File: config.mk
export PLATFORM = sky130hd
export DESIGN_NAME = btt_termination
export DESIGN_NICKNAME = d
export VERILOG_FILES = /design/src/verilog/btt_pkg.sv /design/src/verilog/btt_termination.sv
export SDC_FILE = /design/constraint.sdc
export NUM_CORES = 1
export LEC_CHECK = 0
export BUFFER_PORTS_ARGS = -buffer_cell sky130_fd_sc_hd__buf_2
export CAP_MARGIN = 30
export CORE_MARGIN = 2
export CORE_UTILIZATION = 52
export CTS_BUF_LIST = sky130_fd_sc_hd__clkbuf_4
export DETAILED_ROUTE_END_ITERATION = 10
export MAX_ROUTING_LAYER = met4
export PLACE_DENSITY_LB_ADDON = 0.1
export SLEW_MARGIN = 20
export SYNTH_ARGS = -nofsm -noshare
export SYNTH_HDL_FRONTEND = slang
export SYNTH_SLANG_ARGS = --single-unit
File: constraint.sdc
create_clock -name aclk -period 2.5 [get_ports aclk]
set_clock_uncertainty 0.15 [all_clocks]
set_input_delay 0.625 -clock aclk [delete_from_list [all_inputs] [get_ports aclk]]
set_output_delay 0.625 -clock aclk [all_outputs]
set_load 0.01 [all_outputs]
File: src/verilog/btt_pkg.sv
package btt_pkg;
    // register byte offsets
    localparam logic [3:0] REG_CTRL = 4'h0;
    localparam logic [3:0] REG_TIMEOUT = 4'h4;
    localparam logic [3:0] REG_STATUS = 4'h8;
    localparam logic [3:0] REG_ATTEMPT = 4'hc;
    localparam int ADDR_W = 4;
    // field positions
    localparam int CTRL_ENABLE = 0;
    localparam int ST_RX_MABORT = 0;
    localparam int ST_RX_TABORT = 1;
    localparam int ST_SIG_TABORT = 2;
    // reset values
    localparam logic [15:0] TIMEOUT_RESET = 16'h8000;
    localparam logic CTRL_RESET = 1'b1;
    // clocks from frame asserted to the last allowed claim
    localparam logic [2:0] CLAIM_WAIT = 3'h5;
    // attempts at the target before giving up
    localparam int RETRY_LIMIT = 1 << 24;
    localparam int ATT_W = 25;
    localparam logic [1:0] RESP_OKAY = 2'h0;
    localparam logic [1:0] RESP_SLVERR = 2'h2;
    // delayed transaction slot
    typedef enum logic [1:0] {
        DT_EMPTY,
        DT_QUEUED,
        DT_DONE
    } btt_dt_type;
    // outcome seen at the target bus
    typedef enum logic [1:0] {
        OUT_DATA,
        OUT_RETRY,
        OUT_MABORT,
        OUT_TABORT
    } btt_out_type;
    // target bus initiator sequencer
    typedef enum logic [2:0] {
        T_IDLE,
        T_ADDR,
        T_DATA,
        T_DRAIN,
        T_END
    } btt_tgt_type;
endpackage

File: src/verilog/btt_termination.sv
`timescale 1ns/100ps
module btt_termination #(
    parameter int RETRY_MAX = btt_pkg::RETRY_LIMIT
) (
    // clock and reset
    input wire logic aclk,
    input wire logic aresetn,
    // register bus
    input wire logic [btt_pkg::ADDR_W-1:0] s_axi_awaddr,
    input wire logic s_axi_awvalid,
    output logic s_axi_awready,
    input wire logic [31:0] s_axi_wdata,
    input wire logic [3:0] s_axi_wstrb,
    input wire logic s_axi_wvalid,
    output logic s_axi_wready,
    output logic [1:0] s_axi_bresp,
    output logic s_axi_bvalid,
    input wire logic s_axi_bready,
    input wire logic [btt_pkg::ADDR_W-1:0] s_axi_araddr,
    input wire logic s_axi_arvalid,
    output logic s_axi_arready,
    output logic [31:0] s_axi_rdata,
    output logic [1:0] s_axi_rresp,
    output logic s_axi_rvalid,
    input wire logic s_axi_rready,
    // initiator bus: delayed request attempt
    input wire logic ini_req,
    input wire logic ini_read,
    input wire logic ini_match,
    input wire logic ini_multi,
    input wire logic ini_more,
    input wire logic ini_prefetch,
    input wire logic ini_special,
    input wire logic queue_full,
    // initiator bus: termination answer
    output logic ini_resp,
    output logic ini_claim,
    output logic ini_trdy,
    output logic ini_stop,
    // target bus pins
    output logic frame_n_o,
    output logic frame_n_oe,
    output logic irdy_n_o,
    output logic irdy_n_oe,
    input wire logic trdy_n,
    input wire logic stop_n,
    input wire logic target_claim_n
);
    import btt_pkg::*;

    logic enable;
    logic [15:0] timeout;
    logic rx_mabort, rx_tabort, sig_tabort;
    logic [ATT_W-1:0] attempts;
    btt_dt_type dt;
    btt_out_type dt_out;
    logic dt_read, dt_prefetch, dt_special, dt_burst;
    logic [15:0] idle_cnt;
    btt_tgt_type ts;
    logic [2:0] wait_cnt;
    logic claimed, xfered;
    logic tgt_done;
    btt_out_type tgt_out;
    logic aw_held, w_held;
    logic [ADDR_W-1:0] aw_addr;
    logic [31:0] w_data;
    logic [3:0] w_strb;
    logic wr_go, clr_tabort_hit;
    logic next_claim, next_trdy, next_stop, next_sig;
    logic [ATT_W-1:0] next_attempts;
    logic [31:0] ctrl_merged, tmo_merged;

    // byte-lane merge for 32-bit registers
    function automatic logic [31:0] merge(input logic [31:0] old, input logic [31:0] d,
                                          input logic [3:0] be);
        logic [31:0] r;
        r = old;
        for (int i = 0; i < 4; i++) begin
            if (be[i]) begin
                r[i*8 +: 8] = d[i*8 +: 8];
            end
        end
        return r;
    endfunction

    // write address and data are taken in either order
    assign s_axi_awready = !aw_held && !s_axi_bvalid;
    assign s_axi_wready = !w_held && !s_axi_bvalid;
    assign wr_go = aw_held && w_held && !s_axi_bvalid;
    assign s_axi_arready = !s_axi_rvalid;

    always_ff @(posedge aclk) begin
        if (!aresetn) begin
            aw_held <= 1'b0;
            w_held <= 1'b0;
            aw_addr <= '0;
            w_data <= '0;
            w_strb <= '0;
            s_axi_bvalid <= 1'b0;
            s_axi_bresp <= RESP_OKAY;
        end else begin
            if (s_axi_awvalid && s_axi_awready) begin
                aw_held <= 1'b1;
                aw_addr <= s_axi_awaddr;
            end
            if (s_axi_wvalid && s_axi_wready) begin
                w_held <= 1'b1;
                w_data <= s_axi_wdata;
                w_strb <= s_axi_wstrb;
            end
            if (wr_go) begin
                aw_held <= 1'b0;
                w_held <= 1'b0;
                s_axi_bvalid <= 1'b1;
                s_axi_bresp <= (aw_addr == REG_CTRL || aw_addr == REG_TIMEOUT ||
                                aw_addr == REG_STATUS) ? RESP_OKAY : RESP_SLVERR;
            end else if (s_axi_bready) begin
                s_axi_bvalid <= 1'b0;
            end
        end
    end

    // read answer one cycle after the address is taken
    always_ff @(posedge aclk) begin
        if (!aresetn) begin
            s_axi_rvalid <= 1'b0;
            s_axi_rdata <= '0;
            s_axi_rresp <= RESP_OKAY;
        end else if (s_axi_arvalid && s_axi_arready) begin
            s_axi_rvalid <= 1'b1;
            s_axi_rresp <= RESP_OKAY;
            unique case (s_axi_araddr)
                REG_CTRL: s_axi_rdata <= {31'h0, enable};
                REG_TIMEOUT: s_axi_rdata <= {16'h0, timeout};
                REG_STATUS: s_axi_rdata <= {29'h0, sig_tabort, rx_tabort, rx_mabort};
                REG_ATTEMPT: s_axi_rdata <= {7'h0, attempts};
                default: begin
                    s_axi_rdata <= '0;
                    s_axi_rresp <= RESP_SLVERR;
                end
            endcase
        end else if (s_axi_rready) begin
            s_axi_rvalid <= 1'b0;
        end
    end

    // control registers; enable gates starts at the target bus
    assign ctrl_merged = merge({31'h0, enable}, w_data, w_strb);
    assign tmo_merged = merge({16'h0, timeout}, w_data, w_strb);
    always_ff @(posedge aclk) begin
        if (!aresetn) begin
            enable <= CTRL_RESET;
            timeout <= TIMEOUT_RESET;
        end else if (wr_go && aw_addr == REG_CTRL) begin
            enable <= ctrl_merged[CTRL_ENABLE];
        end else if (wr_go && aw_addr == REG_TIMEOUT) begin
            timeout <= tmo_merged[15:0];
        end
    end

    // sticky status, write one to clear; a new event wins over the clear
    assign clr_tabort_hit = wr_go && aw_addr == REG_STATUS && w_strb[0];
    always_ff @(posedge aclk) begin
        if (!aresetn) begin
            rx_mabort <= 1'b0;
            rx_tabort <= 1'b0;
            sig_tabort <= 1'b0;
        end else begin
            if (tgt_done && tgt_out == OUT_MABORT && !dt_special) begin
                rx_mabort <= 1'b1;
            end else if (clr_tabort_hit && w_data[ST_RX_MABORT]) begin
                rx_mabort <= 1'b0;
            end
            if (tgt_done && tgt_out == OUT_TABORT) begin
                rx_tabort <= 1'b1;
            end else if (clr_tabort_hit && w_data[ST_RX_TABORT]) begin
                rx_tabort <= 1'b0;
            end
            if (next_sig) begin
                sig_tabort <= 1'b1;
            end else if (clr_tabort_hit && w_data[ST_SIG_TABORT]) begin
                sig_tabort <= 1'b0;
            end
        end
    end

    // termination answer to a repeat of the delayed request
    always_comb begin
        next_claim = 1'b1;
        next_trdy = 1'b0;
        next_stop = 1'b1;
        next_sig = 1'b0;
        if (ini_req && dt == DT_DONE && ini_match) begin
            unique case (dt_out)
                OUT_MABORT: begin
                    if (dt_special) begin
                        next_trdy = 1'b1;
                        next_stop = ini_multi;
                    end else begin
                        next_claim = 1'b0;
                        next_stop = 1'b0;
                    end
                end
                OUT_TABORT: begin
                    next_claim = 1'b0;
                    next_sig = 1'b1;
                end
                default: begin
                    next_trdy = 1'b1;
                    if (!dt_read) begin
                        next_stop = ini_multi;
                    end else if (dt_prefetch) begin
                        next_stop = ini_more;
                    end else begin
                        next_stop = 1'b1;
                    end
                end
            endcase
        end
        // anything else, queue busy, full or slow, is a retry
    end

    // answer is registered and shows for one cycle
    always_ff @(posedge aclk) begin
        if (!aresetn) begin
            ini_resp <= 1'b0;
            ini_claim <= 1'b0;
            ini_trdy <= 1'b0;
            ini_stop <= 1'b0;
        end else begin
            ini_resp <= ini_req;
            ini_claim <= ini_req && next_claim;
            ini_trdy <= ini_req && next_trdy;
            ini_stop <= ini_req && next_stop;
        end
    end

    // attempt count after a target retry; the limit turns into an abort
    assign next_attempts = attempts + ATT_W'(1);

    // delayed transaction slot: one entry, so a second request finds it full
    always_ff @(posedge aclk) begin
        if (!aresetn) begin
            dt <= DT_EMPTY;
            dt_out <= OUT_DATA;
            dt_read <= 1'b0;
            dt_prefetch <= 1'b0;
            dt_special <= 1'b0;
            dt_burst <= 1'b0;
            attempts <= '0;
            idle_cnt <= '0;
        end else begin
            unique case (dt)
                DT_EMPTY: begin
                    if (ini_req && !queue_full) begin
                        dt <= DT_QUEUED;
                        dt_read <= ini_read;
                        dt_prefetch <= ini_read && ini_prefetch;
                        dt_special <= ini_special;
                        dt_burst <= ini_read && ini_prefetch && ini_multi;
                        attempts <= '0;
                    end
                end
                DT_QUEUED: begin
                    idle_cnt <= '0;
                    if (tgt_done) begin
                        if (tgt_out == OUT_RETRY) begin
                            attempts <= next_attempts;
                            if (next_attempts >= ATT_W'(RETRY_MAX)) begin
                                dt <= DT_DONE;
                                dt_out <= OUT_TABORT;
                            end
                            // otherwise stay queued and try again
                        end else begin
                            dt <= DT_DONE;
                            dt_out <= tgt_out;
                        end
                    end
                end
                DT_DONE: begin
                    idle_cnt <= idle_cnt + 16'h1;
                    if (ini_req && ini_match) begin
                        dt <= DT_EMPTY;
                    end else if (idle_cnt >= timeout) begin
                        dt <= DT_EMPTY;
                    end
                end
                default: dt <= DT_EMPTY;
            endcase
        end
    end

    // target bus sequencer: address phase, data phases, orderly release
    always_ff @(posedge aclk) begin
        if (!aresetn) begin
            ts <= T_IDLE;
            frame_n_o <= 1'b1;
            irdy_n_o <= 1'b1;
            frame_n_oe <= 1'b0;
            irdy_n_oe <= 1'b0;
            wait_cnt <= '0;
            claimed <= 1'b0;
            xfered <= 1'b0;
            tgt_done <= 1'b0;
            tgt_out <= OUT_DATA;
        end else begin
            tgt_done <= 1'b0;
            unique case (ts)
                T_IDLE: begin
                    if (dt == DT_QUEUED && enable && !tgt_done) begin
                        ts <= T_ADDR;
                        frame_n_o <= 1'b0;
                        frame_n_oe <= 1'b1;
                        irdy_n_oe <= 1'b1;
                        wait_cnt <= 3'h1;
                        claimed <= 1'b0;
                        xfered <= 1'b0;
                    end
                end
                T_ADDR: begin
                    ts <= T_DATA;
                    irdy_n_o <= 1'b0;
                    frame_n_o <= !dt_burst;
                    wait_cnt <= wait_cnt + 3'h1;
                end
                T_DATA: begin
                    if (!target_claim_n) begin
                        claimed <= 1'b1;
                    end
                    if (wait_cnt != CLAIM_WAIT) begin
                        wait_cnt <= wait_cnt + 3'h1;
                    end
                    if (!stop_n) begin
                        // target ends it; frame must go before irdy
                        ts <= frame_n_o ? T_END : T_DRAIN;
                        frame_n_o <= 1'b1;
                        irdy_n_o <= frame_n_o;
                        tgt_done <= 1'b1;
                        if (!target_claim_n && !trdy_n) begin
                            tgt_out <= OUT_DATA;
                        end else if (!target_claim_n) begin
                            tgt_out <= xfered ? OUT_DATA : OUT_RETRY;
                        end else if (claimed) begin
                            tgt_out <= OUT_TABORT;
                        end else begin
                            tgt_out <= OUT_MABORT;
                        end
                    end else if (!trdy_n && !target_claim_n) begin
                        xfered <= 1'b1;
                        if (frame_n_o) begin
                            ts <= T_END;
                            irdy_n_o <= 1'b1;
                            tgt_done <= 1'b1;
                            tgt_out <= OUT_DATA;
                        end else begin
                            frame_n_o <= 1'b1;
                        end
                    end else if (!claimed && target_claim_n && wait_cnt == CLAIM_WAIT) begin
                        tgt_done <= 1'b1;
                        tgt_out <= OUT_MABORT;
                        if (!frame_n_o) begin
                            frame_n_o <= 1'b1;
                            ts <= T_DRAIN;
                        end else begin
                            irdy_n_o <= 1'b1;
                            ts <= T_END;
                        end
                    end
                end
                T_DRAIN: begin
                    irdy_n_o <= 1'b1;
                    ts <= T_END;
                end
                T_END: begin
                    // one clock of driven high before letting go of the pins
                    frame_n_oe <= 1'b0;
                    irdy_n_oe <= 1'b0;
                    ts <= T_IDLE;
                end
                default: ts <= T_IDLE;
            endcase
        end
    end
endmodule

# ---- After elaboration in Yosys (flattened, before gate mapping)
# Index checks and enable logic that the tools add are counted.
dict set report totals {
  ff_bits 149
  input_bits 62
  out_inout_bits 49
  elab_cells 230
}
dict set report classes {
  n_addsub 3
  n_lt_le_gt_ge 2
  n_eq_ne 33
  mux 76
  bitwise_logic 2
  n_reduce_logical 77
}
# cell count
set ops {}
lappend ops {{$pmux 25 s4} 1}
lappend ops {{$mux 25} 3}
lappend ops {{$pmux 25 s2} 1}
lappend ops {{$mux 1} 37}
lappend ops {{$mux 2} 16}
lappend ops {{$pmux 16 s2} 1}
lappend ops {{$logic_and 1x1->1} 31}
lappend ops {{$add 25x1->25 const B} 1}
lappend ops {{$ge 25x25->1 const B} 1}
lappend ops {{$reduce_and 3->1} 8}
lappend ops {{$mux 3} 7}
lappend ops {{$reduce_bool 2->1} 9}
lappend ops {{$add 16x1->16 const B} 1}
lappend ops {{$ge 16x16->1} 1}
lappend ops {{$ne 2x2->1 const B} 8}
lappend ops {{$eq 4x4->1 const B} 3}
lappend ops {{$pmux 3 s4} 1}
lappend ops {{$reduce_and 4->1} 3}
lappend ops {{$logic_not 1->1} 11}
lappend ops {{$eq 2x2->1 const B} 5}
lappend ops {{$pmux 1 s2} 5}
lappend ops {{$reduce_and 2->1} 5}
lappend ops {{$ne 3x3->1 const B} 3}
lappend ops {{$pmux 3 s3} 1}
lappend ops {{19 further kinds} 30}

# ---- Logic depth before layout (Yosys ltp)
dict set report logic_depth {
  depth_word 7
  ltp_mapped 10
  ltp_nobuf 8
}

# ---- Worst setup path after synthesis
# No wires, ideal clock.
dict set report synth_timing {
  path_kind {reg-to-reg}
  start {register dt[1]}
  end {register attempts[13]}
  setup_ns 0.070
  arrival_ns 2.171
  t_required_ns 2.280
  slack_ns 0.109
  stages_incl_launch_ff 10
  n_path_buf 2
  synth_period_minus_slack_ns 2.391
  cell_sequence {dfxtp_1 > inv_1 > ha_1 > clkbuf_1 > nand3b_1 > a221oi_1 > clkbuf_1 > nand3_1 > or3_1 > a21oi_1}
}
dict set report synth_between {
  elab_chain_len 3
  word_cells_on_any_way 8
  classes_between {eq/ne: 4; mux: 1; reduce/logical: 3}
}
# element line
set synth_lines {}
lappend synth_lines {{start, declared} btt_termination.sv:55} ;# btt_dt_type dt;
lappend synth_lines {{start signal, assigned} btt_termination.sv:244} ;# dt <= DT_EMPTY;
lappend synth_lines {{start signal, assigned} btt_termination.sv:256} ;# dt <= DT_QUEUED;
lappend synth_lines {{start signal, assigned} btt_termination.sv:270} ;# dt <= DT_DONE;
lappend synth_lines {{$eq 2x1->1 or $logic_not 2->1 (tied branches)} btt_termination.sv:253} ;# unique case (dt)
lappend synth_lines {{$ne 2x2->1 (no source line) or $reduce_bool 2->1 (tied branches)} n/a}
lappend synth_lines {{$reduce_and 4->1 (no source line)} n/a}
lappend synth_lines {{end signal, assigned} btt_termination.sv:268} ;# attempts <= next_attempts;
lappend synth_lines {{end, declared} btt_termination.sv:54} ;# logic [ATT_W-1:0] attempts;
# Parallel ways exist; a longest one is shown, timed or not.
# A chain may end at the register's enable or synchronous reset.

# ---- Worst setup path after layout
dict set report layout_timing {
  start {register attempts[10]}
  end {register dt_out[0]}
}
dict set report layout_between {
  elab_chain_len 4
}
# element line
set layout_lines {}
lappend layout_lines {{$add 25x1->25} btt_termination.sv:239} ;# assign next_attempts = attempts + ATT_W'(1);
lappend layout_lines {{$ge 25x25->1} btt_termination.sv:269} ;# if (next_attempts >= ATT_W'(RETRY_MAX)) begin
lappend layout_lines {{$ne 2x1->1 (no source line)} n/a}
lappend layout_lines {{$reduce_and 3->1 (no source line)} n/a}
lappend layout_lines {{end signal, assigned} btt_termination.sv:276} ;# dt_out <= tgt_out;
lappend layout_lines {{end, declared} btt_termination.sv:56} ;# btt_out_type dt_out;
# No other way between the ends.

==> metrics.yaml <==
logic_synthesis:
  synth_top_family_by_area: "simple AND/OR/NAND/NOR gates"
  ys_warn_count: 0
  synth_compound_area_frac: 0.1627
  synth_xor_area_frac: 0.03138
  synth.cell_area_um2: 6420
  muxShareOfSynthArea: 0.02417
  avgSynthCellArea_um2: 8.075
  postSynthCellCount: 795
  synth_ff_type: "dfxtp_1"
  synth_area_leader_cell: "dfxtp_1"
  yosys.area_share.simple: 0.2475
  synthAdderAreaFrac: 0.04483
  seq_area_frac_synth: 0.4366
  ys_types: 60
  async_flop_share: 0
  synthTopCellsByArea: "dfxtp_1 44%, a21oi_1 7.5%, nand2_1 6.3%"
  synth_edf_count: 0
  netlist.area_leader.share: 0.4366
  ys_seq_elements: 140
finish:
  area_delta_synth_final_pct: 14.93
  post-route-util: 0.6143
  mostFrequentLayoutCells: "138 x dfxtp_1, 108 x nand2_1, 99 x nor2_1"
  nets: 981
  ff_latch_area_um2: 2805
  multiInputGateArea_um2: 3331
  fillers: 1099
  final_common_cell: "dfxtp_1"
  drive_gt1_frac: 0.1808
  design_area_um2: 7378
floorplan:
  start_util: 0.5345
  die-width_um: 115.1
  io_pins: 111
  core_area_um2: 12010
  dieArea_um2: 13250
  die_h_um: 115.1
  row_count: 40
hold_path:
  holdCritPathClass: "primary input to flip-flop"
  min_from: "s_axi_rready"
  min_path_cells: 2
  holdPathEnd: "s_axi_rvalid$_SDFFE_PN0P_"
timing:
  fmax_mhz: 421.1
  final_hold_viol_count: 0
  period_share: 0.9498
  worst_hold_slack_ns: 0.09033
  rsz0062_at_grt: "no"
  finalSetupTns_ns: 0
  period_needed_ns: 2.374
  slew_violations: 0
  setup_viol: 0
  worst_pin_slew_ns: 0.6194
  slew_headroom: 0.5860
cts:
  numCtsBuffers: 17
  clock_latency_ns: 0.56
  clock_tree.buffer_depth: 2
  clkTransAtPathRegs_ns: 0.11
  htreeDepth: 4
  cts_hold_buf: 0
  cts_tree: "done"
  clock-root-buffer: "clkbuf_4"
  cts_sinks: 140
  postCtsSetupBuffers: 0
routing:
  postRouteAntennaNets: 0
  vias_per_cell: 5.528
  wl_per_cell_um: 14.96
  drt_iter0_drc: 327
  vias: 5838
  drc: 0
  drt_first_pass_iters: 5
  wirelength_mm: 15.80
grt:
  grt_max_degree: 62
  grt_overflow: 0
  grt_antenna_before_repair: 2
  gr-usage-all-layers: 0.2565
  grt_pass1_wl_mm: 25.80
  grt_pass1_vias: 5491
run:
  maxCapViolCount: 0
power:
  powerDensity_nw_per_um2: 627.6
  p_sw_frac: 0.3095
  p_total_mw: 4.631
  p_seq_frac: 0.524
  combPwrFrac: 0.204
  p_int_mw: 3.197
  p_clk_frac: 0.272
  p_leak_nw: 2.871
  worst_ir_drop_vdd_mv: 0.3364
  switchingPower_mw: 1.433
worst_setup_path:
  rr_endpoint: "dt_out[0]$_SDFFE_PN0P_"
  end_kind: "flip-flop"
  worstRegToRegCells: 6
  crit_type: "flip-flop to flip-flop"
  cp-start-kind: "flip-flop"
  path_max_fanout: 4
  required_ns: 2.79
  r2r-start: "attempts[10]$_SDFFE_PN0P_"
  crit_arrival_ns: 2.66
  r2r_setup_slack_ns: 0.13
placed_design:
  dpl.hpwl_mm: 11.81
  placed_cell_area_um2: 7124
  gp_congestion: 0.8775
  io_buffers: 83
status:
  outcome: "finished, final reports clean"
==> synthesized netlist by cell type (3+ instances only) <==
cell and instances:
dfxtp_1 140, nand2_1 108, nor2_1 99, a21oi_1 96
nand3_1 51, inv_1 34, clkbuf_1 29, ha_1 23
a22oi_1 17, o21ai_0 17, xor2_1 17, mux2i_1 11
or3_1 11, and3_1 10, buf_4 10, nand4_1 10
nand2b_1 9, a31oi_1 8, and2_1 7, nor2b_1 7
nor3_1 7, xnor2_1 6, a211oi_1 5, buf_1 5
a21o_1 4, and4_1 4, mux2_2 4, o211ai_1 4
a32oi_1 3, o31ai_1 3
==> power by group through the flow <==
stage / Combinational (mW) / Clock (mW) / Sequential (mW)
after detailed placement: 0.934 / 0 / 2.48
final: 0.944 / 1.26 / 2.43
after CTS: 0.941 / 1.30 / 2.43
after floorplan: 0.624 / 0 / 2.46
after global placement: 0.909 / 0 / 2.47
after global routing: 1.05 / 1.39 / 2.44
==> routing by layer <==
metal | vias up | routed length (µm) | global-route usage
li1 | 2946 | - | -
met1 | 2722 | 7061 | 0.3093
met2 | 141 | 7460 | 0.4098
met3 | 29 | 877 | 0.06115
met4 | 0 | 402 | 0.1116
met5 | - | 0 | -
==> critical path, stage by stage, from the launching register on <==
cell     delay (ns)
dfxtp_1        0.36
nand3_1        0.13
or4_4          0.55
or4_4          0.57
a41oi_4        0.23
mux2i_1        0.21
nor2_1         0.06
==> kinds of logic after synthesis <==
group           count (synthesis)
compound gates                173
flops                         140
xor+xnor                       23
other cells                     1
fa+ha+maj                      23
simple gates                  341
buf+inv                        79
mux                            15
==> cell type report <==
type | instances | share of cell area
well taps | 147 | 0.02493
diodes | 2 | 0.0006783
clock inverters | 10 | 0.01051
flip-flops and latches | 140 | 0.3802
clock buffers | 20 | 0.02035
inverters | 34 | 0.01730
repair buffers | 119 | 0.09462
multi-input cells | 584 | 0.4514
==> through the flow <==
step	std cells	worst slack, ns
detailed placement	1024	0.07428
CTS	1054	0.08178
global placement	1024	0.1437
floorplan	803	0.1086
finish	1056	0.1255
global route	1056	0.02548
==> worst max-delay path by stage <==
stage | slack (ns) | startpoint | to
2_1_floorplan | 0.11 | dt[1]$_SDFFE_PN0P_ | attempts[13]$_SDFFE_PN0P_
3_3_place_gp | 0.14 | queue_full | attempts[5]$_SDFFE_PN0P_
3_5_place_dp | 0.07 | queue_full | attempts[5]$_SDFFE_PN0P_
4_1_cts | 0.08 | attempts[10]$_SDFFE_PN0P_ | dt_out[0]$_SDFFE_PN0P_
5_1_grt | 0.03 | attempts[9]$_SDFFE_PN0P_ | dt_out[0]$_SDFFE_PN0P_
6_report | 0.13 | attempts[10]$_SDFFE_PN0P_ | dt_out[0]$_SDFFE_PN0P_
==> state kept, by name (all words and copies together), names as in the netlist, 2 cells and up <==
register and count:
idle_cnt 16, tgt_out 2, timeout 16, aw_addr 4, attempts 25, dt_out 2, dt 2, ts 3
s_axi_rdata 25, w_data 16, w_strb 2, wait_cnt 3
==> what timing repair did <==
item / CTS / global route
setup endpoints to repair: 0 / 5
gates resized for setup: 0 / 5
hold endpoints to repair: 0 / 0
No activity file was read; power rests on OpenSTA's default activity.
